**config.mk**
```make
export PLATFORM = sky130hd
export DESIGN_NAME = ssd_regs
export DESIGN_NICKNAME = d
export VERILOG_FILES = /design/src/rtl/ssd_pkg.sv /design/src/rtl/ssd_regs.sv /design/src/rtl/ssd_shadow.sv
export SDC_FILE = /design/constraint.sdc
export NUM_CORES = 1
export LEC_CHECK = 0
export BUFFER_PORTS_ARGS = -buffer_cell sky130_fd_sc_hd__buf_4
export CAP_MARGIN = 20
export CORE_ASPECT_RATIO = 0.5
export CORE_MARGIN = 1
export CORE_UTILIZATION = 50
export CTS_CLUSTER_DIAMETER = 60
export DETAILED_ROUTE_END_ITERATION = 12
export PLACE_DENSITY = 0.74
export SETUP_SLACK_MARGIN = 0.5
export SLEW_MARGIN = 30
export SYNTH_ARGS = -nofsm -noshare
export SYNTH_HDL_FRONTEND = slang
export SYNTH_SLANG_ARGS = --single-unit
```
**constraint.sdc**
```tcl
create_clock -name clk -period 5.1 [get_ports clk]
set_input_delay 1.02 -clock clk [delete_from_list [all_inputs] [get_ports clk]]
set_output_delay 1.02 -clock clk [all_outputs]
set_load 0.01 [all_outputs]
```
**src/rtl/ssd_pkg.sv**
```systemverilog
// Package with the register map, field layouts and carrier types of the sensor status block.
package ssd_pkg;

    // ------------------------------------------------------------
    // Register offsets
    // ------------------------------------------------------------
    localparam logic [7:0] SSD_ADDR_IDENT = 8'h00;
    localparam logic [7:0] SSD_ADDR_ERROR = 8'h02;
    localparam logic [7:0] SSD_ADDR_PMU = 8'h03;
    localparam logic [7:0] SSD_ADDR_DATA_FIRST = 8'h04;
    localparam logic [7:0] SSD_ADDR_GYR_FIRST = 8'h0C;
    localparam logic [7:0] SSD_ADDR_ACC_FIRST = 8'h12;
    localparam logic [7:0] SSD_ADDR_DATA_LAST = 8'h17;

    // ------------------------------------------------------------
    // Field layouts and reset values
    // ------------------------------------------------------------
    localparam int SSD_ERR_FATAL_BIT = 0;
    localparam int SSD_ERR_CODE_LSB = 1;
    localparam int SSD_ERR_DROP_BIT = 6;
    localparam logic [7:0] SSD_ERROR_RESET = 8'h00;
    localparam logic [7:0] SSD_PMU_RESET = 8'h00;
    localparam logic [7:0] SSD_READ_ZERO = 8'h00;
    localparam logic [7:0] SSD_IDENT_DEFAULT = 8'h5A;  // Arbitrary neutral value.

    // Error code encodings.
    localparam logic [3:0] SSD_ERR_NONE = 4'h0;
    localparam logic [3:0] SSD_ERR_GENERAL_A = 4'h1;
    localparam logic [3:0] SSD_ERR_GENERAL_B = 4'h2;
    localparam logic [3:0] SSD_ERR_LP_INT_PREFILT = 4'h3;
    localparam logic [3:0] SSD_ERR_ODR_MISMATCH = 4'h6;
    localparam logic [3:0] SSD_ERR_LP_PREFILT = 4'h7;

    // Power mode encodings.
    localparam logic [1:0] SSD_PM_SUSPEND = 2'h0;
    localparam logic [1:0] SSD_PM_NORMAL = 2'h1;
    localparam logic [1:0] SSD_PM_LOW_POWER = 2'h2;
    localparam logic [1:0] SSD_PM_FAST_START = 2'h3;

    // ------------------------------------------------------------
    // Carrier types
    // ------------------------------------------------------------
    // Host register access from the serial interface, one byte per strobe.
    typedef struct packed {
        logic rd;
        logic wr;
        logic [7:0] addr;
        logic [7:0] wdata;
    } ssd_host_req_t;

    // Power modes that have taken effect; layout matches the register.
    typedef struct packed {
        logic [1:0] spare;
        logic [1:0] acc;
        logic [1:0] gyr;
        logic [1:0] mag;
    } ssd_pmu_t;

    // Output data block; mag_x sits in the lowest bits so byte 0 is its low byte.
    typedef struct packed {
        logic [15:0] acc_z;
        logic [15:0] acc_y;
        logic [15:0] acc_x;
        logic [15:0] gyr_z;
        logic [15:0] gyr_y;
        logic [15:0] gyr_x;
        logic [15:0] hall_resistance_word;
        logic [15:0] mag_z;
        logic [15:0] mag_y;
        logic [15:0] mag_x;
    } ssd_data_t;

    // Data ready flags, one per sensor.
    typedef struct packed {
        logic acc;
        logic gyr;
        logic mag;
    } ssd_drdy_t;

endpackage

```
**src/rtl/ssd_regs.sv**
```systemverilog
// Identification, error, power mode status and output data registers of the sensor.
`timescale 1ns/1ps
`default_nettype none

// What this block does
// - Read-only identification register at address zero returns a fixed code.
// - Reading the error register clears error bit 6 and the error code field; bit 0 stays set.
// - A discarded command sets error bit 6.
// - Error code field holds only the documented encodings; others are reserved.
// - The first error code is kept until the field is cleared.
// - Boot failure sets error bit 0, which only a power-on reset clears.
// - Power mode fields use the documented two-bit encodings per sensor.
// - A power mode field changes only once the new mode is effective.
// - A newly enabled sensor is reported once the sensing element runs.
// - Mode changes come from host commands; gyroscope also from events.
// - The 20-byte data block stays constant through one host transaction.
// - Data block from 0x04 holds little-endian words: mag, hall, gyro, accel.
// - Reading a sensor's data bytes clears that sensor's data ready flag.
// - Any single byte read of a sensor's data clears its ready flag.
module ssd_regs
    import ssd_pkg::*;
#(
    parameter logic [7:0] IDENT_VALUE = SSD_IDENT_DEFAULT
) (
    input wire logic clk,
    input wire logic reset,
    input wire ssd_host_req_t host_req,
    input wire logic txn_active,
    input wire ssd_data_t live_data,
    input wire ssd_drdy_t new_data,
    input wire logic cmd_dropped,
    input wire logic err_event,
    input wire logic [3:0] err_code_in,
    input wire logic boot_fail,
    input wire logic pm_effective,
    input wire ssd_pmu_t pm_in,
    output logic [7:0] rdata,
    output logic rvalid,
    output ssd_drdy_t drdy
);

    // ------------------------------------------------------------
    // Helper functions
    // ------------------------------------------------------------
    function automatic logic in_range(input logic [7:0] a, input logic [7:0] lo,
                                      input logic [7:0] hi);
        in_range = (a >= lo) && (a <= hi);
    endfunction

    function automatic logic code_legal(input logic [3:0] c);
        code_legal = (c == SSD_ERR_GENERAL_A) || (c == SSD_ERR_GENERAL_B) ||
                     (c == SSD_ERR_LP_INT_PREFILT) || (c == SSD_ERR_ODR_MISMATCH) ||
                     (c == SSD_ERR_LP_PREFILT);
    endfunction

    function automatic logic mode_legal(input logic [1:0] m, input logic is_gyr);
        if (is_gyr) begin
            mode_legal = (m != SSD_PM_LOW_POWER);
        end else begin
            mode_legal = (m != SSD_PM_FAST_START);
        end
    endfunction

    // ------------------------------------------------------------
    // Data shadow
    // ------------------------------------------------------------
    ssd_data_t shadow;
    logic [159:0] shadow_vec;
    logic [7:0] data_index;

    ssd_shadow u_shadow (
        .clk(clk),
        .reset(reset),
        .hold(txn_active),
        .live(live_data),
        .shadow(shadow)
    );

    assign shadow_vec = shadow;
    assign data_index = host_req.addr - SSD_ADDR_DATA_FIRST;

    // ------------------------------------------------------------
    // Read decode
    // ------------------------------------------------------------
    logic rd_error;
    logic rd_mag;
    logic rd_gyr;
    logic rd_acc;
    logic [7:0] rd_byte;

    assign rd_error = host_req.rd && (host_req.addr == SSD_ADDR_ERROR);
    assign rd_mag = host_req.rd &&
                    in_range(host_req.addr, SSD_ADDR_DATA_FIRST, SSD_ADDR_GYR_FIRST - 8'h01);
    assign rd_gyr = host_req.rd &&
                    in_range(host_req.addr, SSD_ADDR_GYR_FIRST, SSD_ADDR_ACC_FIRST - 8'h01);
    assign rd_acc = host_req.rd &&
                    in_range(host_req.addr, SSD_ADDR_ACC_FIRST, SSD_ADDR_DATA_LAST);

    // ------------------------------------------------------------
    // Error register
    // ------------------------------------------------------------
    logic fatal_ff;
    logic drop_ff;
    logic [3:0] code_ff;
    logic nxt_fatal;
    logic nxt_drop;
    logic [3:0] nxt_code;

    always_comb begin
        nxt_fatal = fatal_ff | boot_fail;
        nxt_drop = drop_ff;
        nxt_code = code_ff;
        if (rd_error) begin
            nxt_drop = 1'b0;
            nxt_code = SSD_ERR_NONE;
        end
        if (cmd_dropped) begin
            nxt_drop = 1'b1;
        end
        // A new error may only fill an empty field, and a read in the same cycle empties it.
        if (err_event && code_legal(err_code_in) &&
            (code_ff == SSD_ERR_NONE || rd_error)) begin
            nxt_code = err_code_in;
        end
    end

    always_ff @(posedge clk) begin
        if (reset) begin
            fatal_ff <= SSD_ERROR_RESET[SSD_ERR_FATAL_BIT];
            drop_ff <= SSD_ERROR_RESET[SSD_ERR_DROP_BIT];
            code_ff <= SSD_ERROR_RESET[SSD_ERR_CODE_LSB +: 4];
        end else begin
            fatal_ff <= nxt_fatal;
            drop_ff <= nxt_drop;
            code_ff <= nxt_code;
        end
    end

    logic [7:0] error_value;

    always_comb begin
        error_value = SSD_READ_ZERO;
        error_value[SSD_ERR_FATAL_BIT] = fatal_ff;
        error_value[SSD_ERR_CODE_LSB +: 4] = code_ff;
        error_value[SSD_ERR_DROP_BIT] = drop_ff;
    end

    // ------------------------------------------------------------
    // Power mode status
    // ------------------------------------------------------------
    ssd_pmu_t pmu_ff;
    ssd_pmu_t nxt_pmu;

    // Modes arrive only when effective; command or event origin is outside this block.
    always_comb begin
        nxt_pmu = pmu_ff;
        if (pm_effective) begin
            if (mode_legal(pm_in.acc, 1'b0)) begin
                nxt_pmu.acc = pm_in.acc;
            end
            if (mode_legal(pm_in.gyr, 1'b1)) begin
                nxt_pmu.gyr = pm_in.gyr;
            end
            if (mode_legal(pm_in.mag, 1'b0)) begin
                nxt_pmu.mag = pm_in.mag;
            end
        end
        nxt_pmu.spare = SSD_PMU_RESET[7:6];
    end

    always_ff @(posedge clk) begin
        if (reset) begin
            pmu_ff <= SSD_PMU_RESET;
        end else begin
            pmu_ff <= nxt_pmu;
        end
    end

    // ------------------------------------------------------------
    // Data ready flags
    // ------------------------------------------------------------
    ssd_drdy_t drdy_ff;
    ssd_drdy_t nxt_drdy;

    // A new sample in the cycle of the read wins over the clear.
    always_comb begin
        nxt_drdy.mag = (drdy_ff.mag & ~rd_mag) | new_data.mag;
        nxt_drdy.gyr = (drdy_ff.gyr & ~rd_gyr) | new_data.gyr;
        nxt_drdy.acc = (drdy_ff.acc & ~rd_acc) | new_data.acc;
    end

    always_ff @(posedge clk) begin
        if (reset) begin
            drdy_ff <= '0;
        end else begin
            drdy_ff <= nxt_drdy;
        end
    end

    // ------------------------------------------------------------
    // Read data path
    // ------------------------------------------------------------
    logic [7:0] rdata_ff;
    logic rvalid_ff;
    logic [7:0] nxt_rdata;
    logic nxt_rvalid;

    // Writes are not decoded at all, so they change no state here.
    always_comb begin
        rd_byte = SSD_READ_ZERO;
        if (host_req.addr == SSD_ADDR_IDENT) begin
            rd_byte = IDENT_VALUE;
        end else if (host_req.addr == SSD_ADDR_ERROR) begin
            rd_byte = error_value;
        end else if (host_req.addr == SSD_ADDR_PMU) begin
            rd_byte = pmu_ff;
        end else if (in_range(host_req.addr, SSD_ADDR_DATA_FIRST, SSD_ADDR_DATA_LAST)) begin
            rd_byte = shadow_vec[data_index * 8 +: 8];
        end
        nxt_rvalid = host_req.rd;
        nxt_rdata = host_req.rd ? rd_byte : rdata_ff;
    end

    always_ff @(posedge clk) begin
        if (reset) begin
            rdata_ff <= SSD_READ_ZERO;
            rvalid_ff <= 1'b0;
        end else begin
            rdata_ff <= nxt_rdata;
            rvalid_ff <= nxt_rvalid;
        end
    end

    assign rdata = rdata_ff;
    assign rvalid = rvalid_ff;
    assign drdy = drdy_ff;

endmodule // ssd_regs

`default_nettype wire

```
**src/rtl/ssd_shadow.sv**
```systemverilog
// Shadow copy of the output data block, frozen while a host transaction runs.
`timescale 1ns/1ps
`default_nettype none

module ssd_shadow
    import ssd_pkg::*;
(
    input wire logic clk,
    input wire logic reset,
    input wire logic hold,
    input wire ssd_data_t live,
    output ssd_data_t shadow
);

    ssd_data_t shadow_ff;
    ssd_data_t nxt_shadow;

    // The copy tracks live data only between transactions, so a burst sees one sample set.
    always_comb begin
        nxt_shadow = shadow_ff;
        if (!hold) begin
            nxt_shadow = live;
        end
    end

    always_ff @(posedge clk) begin
        if (reset) begin
            shadow_ff <= '0;
        end else begin
            shadow_ff <= nxt_shadow;
        end
    end

    assign shadow = shadow_ff;

endmodule // ssd_shadow

`default_nettype wire

```
==> impl_metrics.env <==
export IMPL_outcome="completed"
export IMPL_drc=0
export IMPL_overflow=0
export IMPL_wl_per_cell_um=17.11
export IMPL_met3_length_um=1144
export IMPL_cap_violations=0
export IMPL_syn_inst=770
export IMPL_critPathMaxFanout=25
export IMPL_synthArstFlopShare=0
export IMPL_hold_buffers=0
export IMPL_dp_slack_ns=1.685
export IMPL_cp_start_kind="primary input"
export IMPL_synth_cell_types=50
export IMPL_h_tree_depth=4
export IMPL_vias=6268
export IMPL_num_antenna_cells=0
export IMPL_maxSlewViolCount=0
export IMPL_ant_nets=0
export IMPL_ys_warn_count=0
export IMPL_drive_above_1_share=0.2940
export IMPL_crit_arrival_ns=3.38
export IMPL_cts_tree="built"
export IMPL_final_cell_mix="buf_4 (200), dfxtp_1 (184), nor2_1 (183)"
export IMPL_first_global_vias=6094
export IMPL_dpl_cell_area_sq_mm=0.009692
export IMPL_grt_start_max_net_pins=124
export IMPL_portBuffers=200
export IMPL_via_per_inst=5.357
export IMPL_start_util=0.5213
export IMPL_synth_flop_cell="dfxtp_1"
export IMPL_dr_wl_met2_um=9316
export IMPL_ios=212
export IMPL_setup_tns_ns=0
export IMPL_post_route_util=0.6589
export IMPL_hold_violations=0
export IMPL_stdcell_area_sq_mm=0.01031
export IMPL_cts_path_max_buffers=2
export IMPL_crit_family="adder cells"
export IMPL_root_buffer="clkbuf_16"
export IMPL_critPathBufInv=2
export IMPL_syn_mean_instance_area_sq_um=10.60
export IMPL_yosysSeqAreaShare=0.4513
export IMPL_gp_congestion=0.8641
export IMPL_die_h_um=92.34
export IMPL_dp_hpwl_um=13910
export IMPL_crit_chain="buf_4 -> inv_1 -> ha_1 -> nand2_1 -> o32a_1 -> nor4_4 -> a221oi_1 -> nor3_1"
export IMPL_clkLatencyLatePin_ns=0.43
export IMPL_synth_nets=974
export IMPL_post_cts_buffers=0
export IMPL_end_kind="flip-flop"
export IMPL_first_pass_iters=5
export IMPL_wirelength_met1_um=9360
export IMPL_routed_wl_um=20020
export IMPL_power_leakage_nw=4.720
export IMPL_synth_edff_count=0
export IMPL_die_w_um=182.7
export IMPL_synth_seq_cells=184
export IMPL_area_growth_pct=26.38
export IMPL_drt_iter0_drc=340
export IMPL_routed_top_layer="met4"
export IMPL_cts_repair_resized=0
export IMPL_fmax_mhz=329.6
export IMPL_final_nets=1141
export IMPL_clock_sinks=184
export IMPL_crit_slowest_cell="ha_1"
export IMPL_p_per_area_mw_per_mm2=326.7
export IMPL_skew_ns=0.01095
export IMPL_period_minus_slack_ns=3.034
export IMPL_worstSetupPathType="primary input to flip-flop"
export IMPL_placementRows=32
export IMPL_setup_violations_final=0
export IMPL_hold_ws_ns=0.4715
export IMPL_cts_buffers=17
export IMPL_hold_class="flip-flop to flip-flop"
export IMPL_setup_slack_ns=2.066
export IMPL_grt_pass1_wl_um=31260
export IMPL_tightest_slew_ns=0.9105
export IMPL_grt_usage=0.2420
export IMPL_critical_path_required_ns=5.45
export IMPL_fin_crit_sh=0.5949
export IMPL_dieArea_sq_mm=0.01687
export IMPL_cp_slowest_stage_delay_ns=0.76
export IMPL_irDropWorstVdd_mv=0.2454
export IMPL_netlist_area_sq_mm=0.008162
export IMPL_clk_pin_slew_ns=0.07
export IMPL_rsz0062_at_grt="no"
export IMPL_fillers=1244
export IMPL_antenna_found_initial=0
export IMPL_core_area_sq_mm=0.01566
export IMPL_slew_headroom=0.3930
export IMPL_layout_commonest_cell="buf_4"
## metrics by stage
| step | std cells | power, mW |
|---|---|---|
| 6_report | 1170 | 3.370 |
| 3_5_place_dp | 1138 | 2.051 |
| 4_1_cts | 1169 | 3.392 |
| 5_1_grt | 1170 | 3.507 |
| 3_3_place_gp | 1138 | 2.038 |
| 2_1_floorplan | 770 | 1.862 |
## sequential cells by signal (all words and copies together) (netlist names)
register	flops
rdata	8
drdy	3
u_shadow.shadow	160
code_ff	4
drop_ff	1
pmu_ff	6
fatal_ff	1
rvalid	1
## synthesized netlist by cell type (4+ instances only)
master,instances,area (sq um)
a21oi_1,9,45.04
a22oi_1,6,45.04
buf_2,21,105.1
buf_6,6,67.56
clkbuf_1,25,93.84
dfxtp_1,184,3684
ha_1,4,50.05
inv_1,8,30.03
mux2i_1,178,1782
mux4_2,37,833.3
nand2_1,13,48.80
nand3_1,4,20.02
nor2_1,183,686.9
nor2b_1,16,100.1
nor3_1,16,80.08
o22ai_1,4,25.02
o31ai_1,4,30.03
## worst register-to-register path, stage by stage, from the launching register on
cell      delay (ns)
dfxtp_1         0.31
mux4_2          0.54
mux2i_1         0.22
mux2i_1         0.17
a221oi_1        0.28
nor3_1          0.07
## layout make-up
type	instances	area (sq um)	area share
Clock buffer	18	429.2	0.04161
Clock inverter	13	166.4	0.01613
Inverter	9	33.78	0.003275
Multi-Input combinational cell	521	4151	0.4025
Sequential cell	184	3684	0.3571
Tap cell	221	276.5	0.02681
Timing Repair Buffer	204	1574	0.1526
## routing by layer
metal,global-route usage,vias to the layer above
met2,0.3874,165
met1,0.3225,3035
met5,0,-
li1,-,3049
met4,0.07633,0
met3,0.06056,19
## power by group
part           internal (mW)  total, mW  switching, mW
Clock                  0.775       1.35          0.574
Combinational          0.249      0.458          0.210
Sequential              1.52       1.56         0.0419
## logic make-up (layout without fill, tap and decap cells)
| group | Yosys count | count (layout) | synth area share |
|---|---|---|---|
| buffers and inverters | 65 | 244 | 0.04001 |
| adder cells (fa/ha/maj) | 4 | 4 | 0.006132 |
| multiplexers | 217 | 217 | 0.3232 |
| flip-flops | 184 | 184 | 0.4513 |
| XOR/XNOR | 3 | 3 | 0.003220 |
| AO/OA/AOI/OAI | 50 | 50 | 0.04538 |
| AND/OR/NAND/NOR | 247 | 247 | 0.1308 |
## path summary, 6_finish.rpt
check / slack [ns] / startpoint / depth (start not counted) / endpoint
max reg2reg: 3.36 / u_shadow.shadow[121] / 5 / rdata[1]
min reg2reg: 0.47 / fatal_ff / 2 / fatal_ff
min: 0.47 / fatal_ff / 2 / fatal_ff
max: 2.07 / host_req[10] / 8 / rdata[3]
Power figures use the tool's default switching activity.
